--- config.mk ---
export PLATFORM = sky130hd
export DESIGN_NAME = autr_timer
export DESIGN_NICKNAME = d
export VERILOG_FILES = /design/src/hw/autr_pkg.sv /design/src/hw/autr_timer.sv
export SDC_FILE = /design/constraint.sdc
export NUM_CORES = 1
export LEC_CHECK = 0
export BUFFER_PORTS_ARGS = -buffer_cell sky130_fd_sc_hd__buf_2
export CAP_MARGIN = 20
export CORE_MARGIN = 4
export CORE_UTILIZATION = 30
export CTS_CLUSTER_SIZE = 16
export DETAILED_ROUTE_END_ITERATION = 12
export PLACE_DENSITY = 0.47
export SLEW_MARGIN = 20
export SYNTH_ARGS = -nofsm -noshare
export SYNTH_HDL_FRONTEND = slang
export SYNTH_SLANG_ARGS = --single-unit
--- constraint.sdc ---
create_clock -name sys_clk_i -period 2.7 [get_ports sys_clk_i]
set_input_delay 0.54 -clock sys_clk_i [delete_from_list [all_inputs] [get_ports sys_clk_i]]
set_output_delay 0.54 -clock sys_clk_i [all_outputs]
set_load 0.02 [all_outputs]
--- src/hw/autr_pkg.sv ---
/*
 * Constants, register map and mode type of the auxiliary up/down reload timer.
 * Assumes a 32-bit APB slave with byte addresses on an 8-bit address bus.
 */
package autr_pkg;

	// ----------------------------------------------------------------------
	// Register byte addresses
	// ----------------------------------------------------------------------
	localparam logic [7:0] ADDR_SPEED = 8'h00;
	localparam logic [7:0] ADDR_CTRL = 8'h04;
	localparam logic [7:0] ADDR_MODE = 8'h08;
	localparam logic [7:0] ADDR_COUNT = 8'h0C;
	localparam logic [7:0] ADDR_RELOAD = 8'h10;
	localparam logic [7:0] ADDR_STATUS = 8'h14;
	localparam logic [7:0] ADDR_MASK = 8'h18;

	// ----------------------------------------------------------------------
	// Field positions
	// ----------------------------------------------------------------------
	localparam int SPD_DOUBLE = 0;
	localparam int CTL_CPRL = 0;
	localparam int CTL_CT = 1;
	localparam int CTL_RUN = 2;
	localparam int CTL_TRANSMIT_CLOCK_SELECT = 4;
	localparam int CTL_RCLK = 5;
	localparam int CTL_EXF = 6;
	localparam int CTL_OVF = 7;
	localparam int MOD_DOWN_COUNT_ENABLE = 0;
	localparam int MOD_OUTEN = 1;
	localparam int STS_OVF = 0;

	// ----------------------------------------------------------------------
	// Reset values and counts
	// ----------------------------------------------------------------------
	localparam logic [7:0] CTRL_RST = 8'h00;
	localparam logic [1:0] MODE_RST = 2'h0;
	localparam logic [15:0] COUNT_RST = 16'h0000;
	localparam logic [15:0] COUNT_MAX = 16'hFFFF;
	localparam logic [15:0] COUNT_ONE = 16'h0001;
	localparam logic [31:0] RDATA_ZERO = 32'h0000_0000;
	localparam logic [3:0] DIV_STANDARD = 4'hC;
	localparam logic [3:0] DIV_DOUBLE = 4'h6;
	localparam logic [3:0] DIV_ONE = 4'h1;
	localparam logic [3:0] PS_RST = 4'h0;

	typedef enum logic [1:0] {
		MODE_CAPTURE,
		MODE_RELOAD,
		MODE_BAUD
	} autr_mode_t;

endpackage

--- src/hw/autr_timer.sv ---
/*
 * Auxiliary 16-bit timer/counter with up/down auto-reload, clock output,
 * baud tick, speed doubling and an APB register slave with interrupt.
 * Assumes the count and direction pins are already synchronous to sys_clk_i.
 */
// Local design decisions: the APB slave port and the register offsets.
`timescale 1ns/10ps

// Notes on behaviour
// - A speed bit picks 12 or 6 system clocks per time-base step.
// - Reset leaves the speed bit clear; software sets it for double speed.
// - With double speed the timer time base runs twice as fast.
// - The count is sixteen bits, low byte carrying into high byte.
// - A select bit picks the divided clock or the external count pin.
// - The count advances only while the run bit is set.
// - Receive clock, transmit clock and capture/reload bits pick the mode.
// - Reload mode with down count disabled counts up regardless of pin.
// - Reload mode with down count enabled follows the direction pin.
// - Passing FFFFh upward outside baud mode sets the overflow flag, which raises the interrupt while unmasked.
// - An upward overflow loads the reload value into the count, or zero in capture mode.
// - Counting down, reaching the reload value is an underflow that sets the flag.
// - An underflow loads FFFFh into the count.
// - The toggle flag inverts on every overflow or underflow in reload mode with down count enabled, and never interrupts.
// - Baud tick and clock output share the single reload value.
module autr_timer (
	input wire logic sys_clk_i, // System clock.
	input wire logic rst_i, // Asynchronous reset, active high.
	input wire logic psel_i, // APB select.
	input wire logic penable_i, // APB enable.
	input wire logic pwrite_i, // APB write.
	input wire logic [7:0] paddr_i, // APB byte address.
	input wire logic [31:0] pwdata_i, // APB write data.
	output logic [31:0] prdata_o, // APB read data.
	output logic pready_o, // APB ready.
	output logic pslverr_o, // APB error on unmapped address.
	input wire logic ext_count_pin_i, // External count pin.
	input wire logic count_direction_pin_i, // Direction pin, high counts up.
	output logic irq_o, // Interrupt, level.
	output logic clk_out_o, // Programmable clock output.
	output logic baud_tick_o, // Baud rate tick pulse.
	output logic ext_toggle_o // Toggle flag, seventeenth count bit in reload mode with down count enabled.
);

	// ----------------------------------------------------------------------
	// Registers
	// ----------------------------------------------------------------------
	logic double_speed_select_q;
	logic [7:0] aux_timer_control_q;
	logic [1:0] aux_timer_mode_q;
	logic [15:0] count_q;
	logic [15:0] count_d;
	logic [15:0] reload_q;
	logic ovf_flag_q;
	logic ovf_flag_d;
	logic ext_flag_q;
	logic ext_flag_d;
	logic irq_mask_q;
	logic [3:0] ps_q;
	logic [3:0] ps_d;
	logic pin_prev_q;

	// ----------------------------------------------------------------------
	// APB decode
	// ----------------------------------------------------------------------
	wire access_w = psel_i & penable_i;
	wire done_w = access_w & pready_o;
	wire wr_w = done_w & pwrite_i;
	wire hit_speed_w = paddr_i == autr_pkg::ADDR_SPEED;
	wire hit_ctrl_w = paddr_i == autr_pkg::ADDR_CTRL;
	wire hit_mode_w = paddr_i == autr_pkg::ADDR_MODE;
	wire hit_count_w = paddr_i == autr_pkg::ADDR_COUNT;
	wire hit_reload_w = paddr_i == autr_pkg::ADDR_RELOAD;
	wire hit_status_w = paddr_i == autr_pkg::ADDR_STATUS;
	wire hit_mask_w = paddr_i == autr_pkg::ADDR_MASK;
	wire mapped_w = hit_speed_w | hit_ctrl_w | hit_mode_w | hit_count_w |
		hit_reload_w | hit_status_w | hit_mask_w;
	wire wr_speed_w = wr_w & hit_speed_w;
	wire wr_ctrl_w = wr_w & hit_ctrl_w;
	wire wr_mode_w = wr_w & hit_mode_w;
	wire wr_count_w = wr_w & hit_count_w;
	wire wr_reload_w = wr_w & hit_reload_w;
	wire wr_status_w = wr_w & hit_status_w;
	wire wr_mask_w = wr_w & hit_mask_w;

	wire [7:0] ctrl_view_w = {ovf_flag_q, ext_flag_q, aux_timer_control_q[5:0]};
	wire [31:0] rdata_w =
		hit_speed_w ? {31'h0000_0000, double_speed_select_q} :
		hit_ctrl_w ? {24'h00_0000, ctrl_view_w} :
		hit_mode_w ? {30'h0000_0000, aux_timer_mode_q} :
		hit_count_w ? {16'h0000, count_q} :
		hit_reload_w ? {16'h0000, reload_q} :
		hit_status_w ? {31'h0000_0000, ovf_flag_q} :
		hit_mask_w ? {31'h0000_0000, irq_mask_q} :
		autr_pkg::RDATA_ZERO;

	// One wait state: ready rises in the second access cycle and drops after.
	always_ff @(posedge sys_clk_i or posedge rst_i) begin
		if (rst_i) begin
			pready_o <= 1'b0;
			prdata_o <= autr_pkg::RDATA_ZERO;
			pslverr_o <= 1'b0;
		end else begin
			pready_o <= access_w & ~pready_o;
			prdata_o <= (access_w & ~pready_o & ~pwrite_i) ? rdata_w : prdata_o;
			pslverr_o <= access_w & ~pready_o & ~mapped_w;
		end
	end

	// ----------------------------------------------------------------------
	// Configuration
	// ----------------------------------------------------------------------
	always_ff @(posedge sys_clk_i or posedge rst_i) begin
		if (rst_i) begin
			double_speed_select_q <= 1'b0;
			aux_timer_control_q <= autr_pkg::CTRL_RST;
			aux_timer_mode_q <= autr_pkg::MODE_RST;
			reload_q <= autr_pkg::COUNT_RST;
			irq_mask_q <= 1'b0;
		end else begin
			if (wr_speed_w) begin
				double_speed_select_q <= pwdata_i[autr_pkg::SPD_DOUBLE];
			end
			if (wr_ctrl_w) begin
				aux_timer_control_q <= pwdata_i[7:0];
			end
			if (wr_mode_w) begin
				aux_timer_mode_q <= pwdata_i[1:0];
			end
			if (wr_reload_w) begin
				reload_q <= pwdata_i[15:0];
			end
			if (wr_mask_w) begin
				irq_mask_q <= pwdata_i[autr_pkg::STS_OVF];
			end
		end
	end

	wire cprl_w = aux_timer_control_q[autr_pkg::CTL_CPRL];
	wire ctsel_w = aux_timer_control_q[autr_pkg::CTL_CT];
	wire run_w = aux_timer_control_q[autr_pkg::CTL_RUN];
	wire transmit_clock_select_w = aux_timer_control_q[autr_pkg::CTL_TRANSMIT_CLOCK_SELECT];
	wire rclk_w = aux_timer_control_q[autr_pkg::CTL_RCLK];
	wire down_count_enable_w = aux_timer_mode_q[autr_pkg::MOD_DOWN_COUNT_ENABLE];
	wire outen_w = aux_timer_mode_q[autr_pkg::MOD_OUTEN];

	// Either serial clock select overrides the capture/reload choice.
	autr_pkg::autr_mode_t mode_w;
	assign mode_w = (rclk_w | transmit_clock_select_w) ? autr_pkg::MODE_BAUD :
		cprl_w ? autr_pkg::MODE_CAPTURE : autr_pkg::MODE_RELOAD;
	wire is_reload_w = mode_w == autr_pkg::MODE_RELOAD;
	wire is_baud_w = mode_w == autr_pkg::MODE_BAUD;
	wire is_capture_w = mode_w == autr_pkg::MODE_CAPTURE;

	// ----------------------------------------------------------------------
	// Time base
	// ----------------------------------------------------------------------
	// The limit is compared with >= so a speed change mid-period cannot
	// leave the prescaler past its wrap point.
	wire [3:0] ps_div_w = double_speed_select_q ? autr_pkg::DIV_DOUBLE :
		autr_pkg::DIV_STANDARD;
	wire [3:0] ps_last_w = ps_div_w - autr_pkg::DIV_ONE;
	wire ps_wrap_w = ps_q >= ps_last_w;
	assign ps_d = ps_wrap_w ? autr_pkg::PS_RST : ps_q + autr_pkg::DIV_ONE;

	// Pin levels shorter than one clock are missed by this edge detector.
	wire pin_fall_w = pin_prev_q & ~ext_count_pin_i;
	wire tick_w = ctsel_w ? pin_fall_w : ps_wrap_w;
	wire adv_w = tick_w & run_w;

	always_ff @(posedge sys_clk_i or posedge rst_i) begin
		if (rst_i) begin
			ps_q <= autr_pkg::PS_RST;
			pin_prev_q <= 1'b0;
		end else begin
			ps_q <= ps_d;
			pin_prev_q <= ext_count_pin_i;
		end
	end

	// ----------------------------------------------------------------------
	// Counter
	// ----------------------------------------------------------------------
	wire down_w = is_reload_w & down_count_enable_w & ~count_direction_pin_i;
	wire at_max_w = count_q == autr_pkg::COUNT_MAX;
	wire at_reload_w = count_q == reload_q;
	wire evt_up_w = adv_w & ~down_w & at_max_w;
	wire evt_dn_w = adv_w & down_w & at_reload_w;
	wire evt_w = evt_up_w | evt_dn_w;
	wire [15:0] up_val_w = is_capture_w ? autr_pkg::COUNT_RST : reload_q;
	wire [15:0] step_w = down_w ? count_q - autr_pkg::COUNT_ONE :
		count_q + autr_pkg::COUNT_ONE;

	// A software write to the count wins over a step in the same cycle.
	assign count_d = wr_count_w ? pwdata_i[15:0] :
		evt_up_w ? up_val_w :
		evt_dn_w ? autr_pkg::COUNT_MAX :
		adv_w ? step_w : count_q;

	// ----------------------------------------------------------------------
	// Flags and outputs
	// ----------------------------------------------------------------------
	wire ovf_set_w = evt_w & ~is_baud_w;
	wire ovf_clr_w = wr_status_w & pwdata_i[autr_pkg::STS_OVF];
	assign ovf_flag_d = ovf_set_w | (ovf_flag_q & ~ovf_clr_w);
	wire tog_w = evt_w & is_reload_w & down_count_enable_w;
	wire ext_base_w = wr_ctrl_w ? pwdata_i[autr_pkg::CTL_EXF] : ext_flag_q;
	assign ext_flag_d = ext_base_w ^ tog_w;
	// The interrupt follows the mask as it will stand after this edge, so a
	// mask write never leaves the output one cycle behind the mask register.
	wire irq_mask_d_w = wr_mask_w ? pwdata_i[autr_pkg::STS_OVF] : irq_mask_q;

	always_ff @(posedge sys_clk_i or posedge rst_i) begin
		if (rst_i) begin
			count_q <= autr_pkg::COUNT_RST;
			ovf_flag_q <= 1'b0;
			ext_flag_q <= 1'b0;
			irq_o <= 1'b0;
			clk_out_o <= 1'b0;
			baud_tick_o <= 1'b0;
			ext_toggle_o <= 1'b0;
		end else begin
			count_q <= count_d;
			ovf_flag_q <= ovf_flag_d;
			ext_flag_q <= ext_flag_d;
			irq_o <= ovf_flag_d & irq_mask_d_w;
			clk_out_o <= clk_out_o ^ (evt_w & outen_w);
			baud_tick_o <= evt_w & is_baud_w;
			ext_toggle_o <= ext_flag_d;
		end
	end
endmodule // autr_timer

# Yosys cells after proc, flatten, opt, wreduce, memory -nomap -nowiden
# Index checks and enable logic that the tools add are counted.
# Widths: inputs -> output; s select.
[totals]
ff_bits = 86
in_bits = 47
out_inout_bits = 38
wordCells = 102
[op_classes]
add_sub_neg = 4
magnitude_cmp = 1
n_eq_ne = 10
mux = 20
n_bitwise = 48
reduce_logical = 3
[ops]
columns = ["cell", "n"]
rows = [
  ["$mux 16", 11],
  ["$and 1x1->1", 29],
  ["$eq 8x5->1 const B", 3],
  ["$add 16x1->16 const B", 1],
  ["$eq 16x16->1", 1],
  ["$eq 16x16->1 const B", 1],
  ["$eq 8x4->1 const B", 2],
  ["$sub 16x1->16 const B", 1],
  ["$or 1x1->1", 9],
  ["$eq 8x3->1 const B", 1],
  ["$logic_not 8->1", 1],
  ["$mux 4", 2],
  ["$not 1->1", 8],
  ["$mux 1", 6],
  ["$add 4x1->4 const B", 1],
  ["$ge 4x4->1", 1],
  ["$reduce_bool 4->1", 1],
  ["$sub 4x1->4 const B", 1],
  ["$eq 2x1->1 const B", 1],
  ["$eq 2x2->1 const B", 1],
  ["$logic_not 2->1", 1],
  ["$mux 2", 1],
  ["$xor 1x1->1", 2],
]

# Logic depth before layout (Yosys ltp)
# Gate-level depths: netlist of the first run.
[logic_depth]
word_depth = 12
mapped_depth = 11
depth_no_buf = 10

# Worst setup path before layout of the first run
# OpenSTA, ideal clock, no wires.
[synth_timing]
kind = "input-to-reg"
from = "input count_direction_pin_i"
to = "register count_q[15]"
setup_ns = 0.131
arrival_ns = 2.791
t_required_ns = 2.569
slack_ns = -0.222
stages = 10
n_path_buf = 0
cell_sequence = "nor3b_1 nand2_1 inv_1 ha_1 a2111o_1 a21oi_1 nor4_1 o2111a_1 a2111oi_0 o21ai_1"
[synth_via]
elab_chain_len = 7
word_cells_on_any_way = 13
classes_between = "5 x mux; 7 x bitwise; 1 x reduce/logical"
[synth_lines]
columns = ["item", "line", "source"]
rows = [
  ["from (decl)", "autr_timer.sv:37", "input wire logic count_direction_pin_i,"],
  ["$not 1->1 (*)", "autr_timer.sv:183", "wire down_w = is_reload_w & down_count_enable_w & ~count_direction_pin_i;"],
  ["$and 1x1->1 (*)", "autr_timer.sv:183", ""],
  ["$mux 16 (tied with other cells)", "autr_timer.sv:190", "wire [15:0] step_w = down_w ? count_q - autr_pkg::COUNT_ONE :"],
  ["$mux 16 (tied with other cells)", "autr_timer.sv:197", "adv_w ? step_w : count_q;"],
  ["$mux 16 or $and 1x1->1 (tied branches)", "autr_timer.sv:196, autr_timer.sv:186", ""],
  ["$mux 16", "autr_timer.sv:195", "evt_up_w ? up_val_w :"],
  ["$mux 16", "autr_timer.sv:194", "assign count_d = wr_count_w ? pwdata_i[15:0] :"],
  ["to (signal assigned)", "autr_timer.sv:214", "count_q <= autr_pkg::COUNT_RST;"],
  ["to (signal assigned)", "autr_timer.sv:222", "count_q <= count_d;"],
  ["to (decl)", "autr_timer.sv:50", "logic [15:0] count_q;"],
]
# Mark *: on every way between the ends. The rest lies on a longest branch, timed or not. The select of a mux whose other input is x is not followed.
# A chain may end at the register's enable or synchronous reset.

# Worst setup path after layout of the first run
[layout_timing]
from = "register aux_timer_mode_q[0]"
to = "register count_q[15]"
[layout_via]
elab_chain_len = 7
word_cells_on_any_way = 13
classes_between = "5 x mux; 7 x bitwise; 1 x reduce/logical"
[layout_lines]
columns = ["item", "line", "source"]
rows = [
  ["from (decl)", "autr_timer.sv:49", "logic [1:0] aux_timer_mode_q;"],
  ["from (signal assigned)", "autr_timer.sv:116", "aux_timer_mode_q <= autr_pkg::MODE_RST;"],
  ["from (signal assigned)", "autr_timer.sv:127", "aux_timer_mode_q <= pwdata_i[1:0];"],
  ["$and 1x1->1 (*) (2 in series)", "autr_timer.sv:183", ""],
  ["$mux 16 (tied with other cells)", "autr_timer.sv:190", ""],
  ["$mux 16 (tied with other cells)", "autr_timer.sv:197", ""],
  ["$mux 16 or $and 1x1->1 (tied branches)", "autr_timer.sv:196, autr_timer.sv:186", ""],
  ["$mux 16", "autr_timer.sv:195", ""],
  ["$mux 16", "autr_timer.sv:194", ""],
]
# Marks and branches as above.

==> results.yml, run 1 <==
global_routing:
  grt_max_degree: 39
  grt_antenna_before_repair: 0
  grt_pass1_wl_mm: 22.6
  grt_util_all_layers_pct: 16.0
  grt_pass1_vias: 4076
  grt-ovfl-total: 0
critical_path:
  worstPathArrival_ns: 2.90
  crit_path_end_kind: "flop"
  crit_fanout: 10
  crit_required_ns: 2.91
  worst_r2r_path_depth: 11
  startpoint_type: "flop"
  criticalPathCategory: "flop to flop"
timing:
  worstMarginPinSlew_ns: 0.687
  fin_crit_ns: 2.68
  holdWs_ns: 0.302
  fmax_ghz: 0.373
  setup_viol: 0
  grt_setup_unrepaired: "yes"
  skew_ns: 0.00561
  max_slew_margin_pct: 54.2
  hold_violations: 0
  period_share_pct: 99.3
  drv_slew: 0
  fin_tns_setup_ns: 0
layout:
  layout_commonest_cell: "dfrtp_1"
  drive_above_1_share_pct: 30.0
  seqCellArea_um2: 1750
  n_fill_cell: 1498
  multiInputGateArea_um2: 2890
  diodes: 0
  most-common-layout-cells: "dfrtp_1 (70), buf_2 (52), nand2_1 (49)"
  fin_area_um2: 5930
  finalNonFillerCells: 764
  nets: 637
  area_growth_pct: 27.2
logic_synthesis:
  synth_top_family_by_area: "compound AO/OA/AOI/OAI gates"
  yosysSeqAreaShare_pct: 37.6
  ys_types: 69
  yosys_most_used_dff: "dfrtp_1"
  ys_warn_count: 0
  synth-edff-count: 0
  ys_ff_latch: 70
  synth_top_cells_by_area: "dfrtp_1 (38%), ha_1 (4.8%), xor2_1 (4.7%)"
  yosys.area_share.simple_pct: 16.1
  synth_top_cell_by_area: "dfrtp_1"
  synthAdderAreaFrac_pct: 5.26
  synth_top_cell_area_share_pct: 37.6
  synth_mux_area_share_pct: 7.17
  synth_xor_area_share_pct: 5.83
  synthArstFlopShare_pct: 100
  synth-compound-area-share_pct: 21.9
  syn-cell-area_um2: 4660
  syn_inst: 482
  syn_avg_cell_area_um2: 9.67
die:
  die_area_um2: 17600
  io_pins: 85
  start_util_pct: 30.7
  core_area_um2: 15200
  row_count: 45
  die_y_um: 133
  die_w_um: 133
place:
  place_congestion: 0.882
  dpl_cell_area_um2: 5450
  placed_cells: 745
  dp_hpwl_mm: 10.6
  io_buffer_count: 52
routing:
  wl_per_cell_um: 18.1
  drtIter0Drc: 185
  vias: 3987
  drt_wl_total_mm: 13.8
  ant_nets: 0
  drc: 0
  avgViaCountPerCell: 5.22
  dr.pass1.iters: 4
clock_tree:
  root_buffer: "clkbuf_16"
  cts_tree: "done"
  cts_buffers: 9
  cts_buffer_depth: 2
  insertion_delay_ns: 0.33
  clock-sinks: 70
  htreeDepth: 3
  clk_pin_slew_ns: 0.06
  cts_hold_buffers: 0
pwr:
  powerDensity_nw_per_um2: 497
  power_leakage_nw: 2.86
  peakVddDrop_uv: 226
job:
  drv_cap: 0
hold_path:
  hold_path_class: "primary input to asynchronous set/reset pin"
run_status:
  outcome: "complete, no violations"
-- registers in the layout, summed over array words and instances (netlist names) --
name / flops
irq_o: 1
prdata_o: 16
ps_q: 4
double_speed_select_q: 1
ovf_flag_q: 1
pready_o: 1
pslverr_o: 1
clk_out_o: 1
aux_timer_control_q: 6
reload_q: 16
irq_mask_q: 1
aux_timer_mode_q: 2
baud_tick_o: 1
ext_flag_q: 1
count_q: 16
pin_prev_q: 1
-- timing repair --
action / CTS / global route
pin swaps: 0 / 10
setup endpoints to repair: 1 / 7
gates resized for setup: 3 / 15
setup buffers: 0 / 3
-- final timing paths --
check | startpoint | end | slack [ns]
max | aux_timer_mode_q[0]$_DFFE_PP0P_ | count_q[15]$_DFFE_PP0P_ | 0.02
min | rst_i | prdata_o[10]$_DFFE_PP0P_ | 0.30
max reg2reg | aux_timer_mode_q[0]$_DFFE_PP0P_ | count_q[15]$_DFFE_PP0P_ | 0.02
min reg2reg | prdata_o[0]$_DFFE_PP0P_ | prdata_o[0]$_DFFE_PP0P_ | 0.46
max in group asynchronous | rst_i | reload_q[3]$_DFFE_PP0P_ | 2.02
min in group sys_clk_i | ext_count_pin_i | pin_prev_q$_DFF_PP0_ | 0.32
-- synthesized netlist by cell type, drive strengths merged (6+ instances only) --
cell / instances
nand3: 10
nand2: 51
xnor2: 6
o21ai: 31
o211ai: 8
buf: 28
nand4: 10
a22o: 6
mux2: 25
a21o: 20
nor2: 29
dfrtp: 70
xor2: 25
a21oi: 25
nor4: 10
a22oi: 24
clkbuf: 10
a221oi: 7
ha: 18
-- final cells by class --
type	count	area share (%)
clock buffer	10	4.03
multi-input combinational	384	48.8
inverter	5	0.380
clock inverter	6	2.24
timing repair buffer	101	11.0
tap	188	3.97
sequential	70	29.5
-- power breakdown --
group	total [mW]	switching (mW)	internal, mW
combinational	0.334	0.208	0.126
clock	1.46	0.445	1.02
sequential	1.15	0.0431	1.10
-- routing by layer --
metal	global-route usage (%)	wire length, um
met1	21.4	6460
met2	26.3	6700
met3	2.47	452
met4	5.72	230
met5	0	0
-- cell families after synthesis --
family / after synthesis
fa+ha+maj: 19
xor+xnor: 31
mux: 29
flops: 70
other cells: 1
compound gates: 148
simple gates: 141
buf+inv: 43
-- stage by stage --
stage          utilization, %  worst slack (ns)  power, mW
6_report                 39.0            0.0181       2.95
4_1_cts                  38.4           0.00227       2.98
2_1_floorplan               -           -0.0591       1.40
3_3_place_gp             35.8            -0.184       1.49
3_5_place_dp             35.8            -0.239       1.51
5_1_grt                  39.0           -0.0674       3.07
-- worst max-delay path, stage by stage (launching register included) --
cell and delay (ns):
dfrtp_1 0.39, nor3b_4 0.15, nand2_2 0.09, clkinvlp_4 0.10, buf_12 0.16, ha_4 0.25
a2111o_1 0.45, a21oi_4 0.20, nor4_4 0.08, o2111a_1 0.27, a2111oi_4 0.33, o21ai_1 0.09
No activity file was read; power rests on OpenSTA's default activity.
==> run 2, diff against run 1 <==
Settings changed: GPL_ROUTABILITY_DRIVEN set to 0, SETUP_SLACK_MARGIN set to 0.02.
==> results.yml, run 2 (synthesized netlist as in run 1, its figures left out) <==
run_status:
  outcome: "complete, no violations"
clock_tree:
  cts_buffers: 9
  clk_pin_slew_ns: 0.05
  cts_hold_buffers: 0
  root_buffer: "clkbuf_16"
  cts_tree: "done"
  clock-sinks: 70
  htreeDepth: 3
  cts_buffer_depth: 2
  insertion_delay_ns: 0.33
layout:
  seqCellArea_um2: 1750
  diodes: 0
  nets: 639
  multiInputGateArea_um2: 2910
  area_growth_pct: 26.6
  most-common-layout-cells: "dfrtp_1 (70), buf_2 (52), nand2_1 (48)"
  n_fill_cell: 1542
  layout_commonest_cell: "dfrtp_1"
  drive_above_1_share_pct: 30.4
  largestRegisters: "count_q x16, prdata_o x16, reload_q x16"
die:
  io_pins: 85
  die_area_um2: 17600
  die_y_um: 133
  die_w_um: 133
  core_area_um2: 15200
  row_count: 45
  start_util_pct: 30.7
critical_path:
  worst_r2r_path_depth: 12
  r2r-start: "aux_timer_mode_q[0]$_DFFE_PP0P_"
  crit_path_end_kind: "flop"
  crit_required_ns: 2.91
  rr_endpoint: "count_q[15]$_DFFE_PP0P_"
  reg2reg_slack_ns: 0.03
  criticalPathCategory: "flop to flop"
  worstPathArrival_ns: 2.88
  startpoint_type: "flop"
  crit_fanout: 10
hold_path:
  hold_path_class: "primary input to asynchronous set/reset pin"
routing:
  vias: 4004
  ant_nets: 0
  drtIter0Drc: 198
  drc: 0
  dr.pass1.iters: 4
  wl_per_cell_um: 17.9
  avgViaCountPerCell: 5.24
  drt_wl_total_mm: 13.7
timing:
  fin_crit_ns: 2.67
  skew_ns: 0.00565
  drv_slew: 0
  setup_viol: 0
  grt_setup_unrepaired: "yes"
  max_slew_margin_pct: 55.0
  hold_violations: 0
  fmax_ghz: 0.375
  period_share_pct: 98.7
  worstMarginPinSlew_ns: 0.675
  fin_tns_setup_ns: 0
global_routing:
  grt_util_all_layers_pct: 15.8
  grt_max_degree: 52
  grt_pass1_wl_mm: 22.0
  grt_antenna_before_repair: 0
  grt-ovfl-total: 0
  grt_pass1_vias: 3961
pwr:
  power.internal_mw: 1.97
  p_comb_share_pct: 12.7
  power_frac_clock_pct: 43.6
  netSwitchingFraction_pct: 25.4
  peakVddDrop_uv: 216
  p_seq_share_pct: 43.6
  power_mw: 2.64
  power_leakage_nw: 2.84
  p_sw_mw: 0.672
  powerDensity_nw_per_um2: 448
place:
  dp_hpwl_mm: 10.5
  io_buffer_count: 52
job:
  drv_cap: 0
-- run 2: cell count changes in the layout (fill, tap and decap cells not counted), moves of 2 or more --
cell and delta:
a22oi_1 -2, a22oi_2 +2, bufinv_16 -4, clkbuf_8 +4
-- run 2: area by class of cell --
| type | count | area share (%) |
|---|---|---|
| Clock buffer | 14 | 4.98 |
| Multi-Input combinational cell | 384 | 49.4 |
| Tap cell | 188 | 3.99 |
| Timing Repair Buffer | 103 | 11.6 |
| Inverter | 5 | 0.382 |
| Sequential cell | 70 | 29.7 |
-- run 2: layer usage --
metal  vias up  share of wire [%]  track usage, %
li1       1939                  -               -
met1      1965                 47            21.1
met2        83                 48            25.6
met3        17                3.2            2.47
met4         0                2.3            6.24
met5         -                  0               0
-- run 2: metrics by stage --
step / hold slack [ns] / setup WS (ns) / std cells / cell area [um2] / utilization, %
3_5_place_dp: 0.462 / -0.207 / 748 / 5480 / 36.1
4_1_cts: 0.229 / 0.00651 / 762 / 5810 / 38.2
3_3_place_gp: 0.451 / -0.171 / 748 / 5480 / 36.1
5_1_grt: 0.262 / -0.0902 / 764 / 5900 / 38.8
6_report: 0.215 / 0.0350 / 764 / 5900 / 38.8
2_1_floorplan: 0.450 / -0.0591 / 497 / 4850 / -
-- run 2: timing repair --
item / 4_1_cts / 5_1_grt
endpoints found under the setup margin: 4 / 7
pin swaps: 1 / 6
buffers inserted: 0 / 2
resized for setup: 5 / 15
-- run 2: critical path, cell delays in order (launching register included) --
cell and delay [ns]:
dfrtp_1 0.39, nor3b_4 0.16, nand2_2 0.08, clkinvlp_4 0.10
buf_12 0.15, buf_12 0.15, ha_1 0.33, a21o_1 0.19
nand3_1 0.15, a31oi_4 0.12, o2111a_1 0.29, a2111oi_4 0.33
o21ai_1 0.09
-- run 2: how the worst max path moves through the flow --
stage / slack [ns] / depth (start not counted) / to / from
2_1_floorplan: -0.06 / 10 / count_q[15]$_DFFE_PP0P_ / count_direction_pin_i
3_3_place_gp: -0.17 / 12 / count_q[11]$_DFFE_PP0P_ / count_direction_pin_i
3_5_place_dp: -0.21 / 12 / count_q[15]$_DFFE_PP0P_ / count_direction_pin_i
4_1_cts: 0.007 / 12 / count_q[14]$_DFFE_PP0P_ / aux_timer_mode_q[0]$_DFFE_PP0P_
5_1_grt: -0.09 / 12 / count_q[15]$_DFFE_PP0P_ / aux_timer_mode_q[0]$_DFFE_PP0P_
6_report: 0.03 / 12 / count_q[15]$_DFFE_PP0P_ / aux_timer_mode_q[0]$_DFFE_PP0P_
-- run 2: power by group through the flow --
stage          Sequential (mW)  Combinational [mW]  Clock [mW]
3_5_place_dp              1.17               0.336           0
4_1_cts                   1.15               0.338        1.18
5_1_grt                   1.16               0.382        1.22
6_report                  1.15               0.336        1.15
2_1_floorplan             1.18               0.222           0
3_3_place_gp              1.17               0.326           0
==> run 3, diff against run 2 <==
Settings changed: CORE_UTILIZATION 30 to 51, PLACE_DENSITY 0.47 to 0.74.
Clock period 2.7 ns to 2.2 ns, I/O delays scaled along.
==> results.yml, run 3 (synthesized netlist as in run 1, its figures left out) <==
run_status:
  outcome: "finished with violations"
  violations: "negative setup slack"
clock_tree:
  clk_pin_slew_ns: 0.08
  cts_tree: "done"
  clock-sinks: 70
  cts_buffer_depth: 2
  cts_buffers: 9
  root_buffer: "clkbuf_8"
  insertion_delay_ns: 0.36
  htreeDepth: 3
die:
  row_count: 34
  die_w_um: 104
  core_area_um2: 8810
  io_pins: 85
  die_area_um2: 10700
  start_util_pct: 52.9
  die_y_um: 104
critical_path:
  cp_cell_sequence: "nor3b_4 -> nand2_2 -> clkinvlp_4 -> buf_12 -> ha_4 -> a2111o_1 -> a21oi_4 -> nor4_4 -> nor2_1 -> xor2_1 -> o22ai_2"
  worstPathArrival_ns: 2.89
  crit_required_ns: 2.43
  crit_fanout: 4
  worst_path_largest_cell_delay_ns: 0.40
  criticalPathCategory: "flop to flop"
  crit_path_end_kind: "flop"
  cp_slowest_cell: "a2111o_1"
  reg2reg_slack_ns: -0.46
  startpoint_type: "flop"
routing:
  dr.pass1.iters: 5
  drtIter0Drc: 410
  avgViaCountPerCell: 6.07
  drc: 0
  drt_wl_total_mm: 13.4
  wl_per_cell_um: 18.7
  ant_nets: 0
  vias: 4351
timing:
  setup_viol: 12
  drv_slew: 0
  fin_crit_ns: 2.66
  fin_tns_setup_ns: -4.08
  period_share_pct: 121
  skew_ns: 0.00712
  grt_setup_unrepaired: "yes"
  finalWorstSetupSlack_ns: -0.455
  worstMarginPinSlew_ns: 0.617
  hold_violations: 0
  fmax_ghz: 0.377
  max_slew_margin_pct: 58.8
hold_path:
  hold_path_class: "primary input to asynchronous set/reset pin"
layout:
  largestRegisters: "count_q x16, prdata_o x16, reload_q x16"
  multiInputGateArea_um2: 2930
  drive_above_1_share_pct: 34.6
  utilization_pct: 68.2
  fin_area_um2: 6000
  finalNonFillerCells: 717
  diodes: 0
  layout_commonest_cell: "buf_4"
  area_growth_pct: 28.8
  n_fill_cell: 681
  seqCellArea_um2: 1750
  nets: 670
  most-common-layout-cells: "buf_4 (77), dfrtp_1 (70), buf_2 (52)"
global_routing:
  grt_pass1_vias: 4406
  grt_pass1_wl_mm: 21.8
  grt_util_all_layers_pct: 25.0
  grt_antenna_before_repair: 0
  grt-ovfl-total: 0
  grt_max_degree: 34
place:
  dpl_cell_area_um2: 5600
  io_buffer_count: 52
  placed_cells: 694
  dp_slack_ns: -0.602
  dp_hpwl_mm: 10.2
pwr:
  power_leakage_nw: 2.97
  powerDensity_nw_per_um2: 501
  peakVddDrop_uv: 294
job:
  drv_cap: 0
run 3: path summary, 6_finish.rpt:
| kind | from | endpoint | cells after the start |
|---|---|---|---|
| setup / recovery | aux_timer_mode_q[0]$_DFFE_PP0P_ | count_q[13]$_DFFE_PP0P_ | 11 |
| hold / removal | rst_i | count_q[7]$_DFFE_PP0P_ | 2 |
| setup reg to reg | aux_timer_mode_q[0]$_DFFE_PP0P_ | count_q[13]$_DFFE_PP0P_ | 11 |
| hold reg to reg | prdata_o[0]$_DFFE_PP0P_ | prdata_o[0]$_DFFE_PP0P_ | 2 |
| max in group asynchronous | rst_i | count_q[12]$_DFFE_PP0P_ | 3 |
| min in group sys_clk_i | ext_count_pin_i | pin_prev_q$_DFF_PP0_ | 1 |
run 3: metrics by stage:
step / hold WS, ns / total power [mW]
final: 0.140 / 3.01
after CTS: 0.154 / 3.01
after global routing: 0.168 / 3.15
after detailed placement: 0.460 / 1.85
after floorplan: 0.450 / 1.72
after global placement: 0.450 / 1.83
run 3: critical path: cells and delay by family (launching register included):
kind                     cells  cell delay (ns)
XOR/XNOR                     1             0.31
AO/OA/AOI/OAI                3             0.73
buffers and inverters        2             0.37
AND/OR/NAND/NOR              4             0.47
adder cells (fa/ha/maj)      1             0.25
flip-flops                   1             0.39
run 3: per-layer routing:
layer | GRT usage (%) | share of wire (%) | vias to the layer above
li1 | - | - | 1998
met1 | 32.5 | 42 | 2145
met2 | 41.9 | 49 | 177
met3 | 4.98 | 6.2 | 31
met4 | 8.07 | 2.7 | 0
met5 | 0 | 0 | -
run 3: area by class of cell:
cell class	instances	share of cell area [%]
clock inverters	7	1.65
inverters	5	0.438
repair buffers	134	15.6
clock buffers	9	2.06
multi-input cells	384	48.8
flip-flops and latches	70	29.2
well taps	108	2.25
run 3: report_power, final:
group | total, mW | leakage (nW) | switching, mW | internal (mW)
Sequential | 1.41 | 0.951 | 0.0538 | 1.35
Combinational | 0.419 | 1.91 | 0.256 | 0.163
Clock | 1.18 | 0.109 | 0.540 | 0.642
Total | 3.01 | 2.97 | 0.850 | 2.16
run 3: what timing repair did:
action                     4_1_cts  5_1_grt
buffers inserted                 7        0
pin swaps                       16        5
hold buffers                     0        0
setup endpoints to repair       12       14
gates cloned                     0        0
resized for setup               13        8
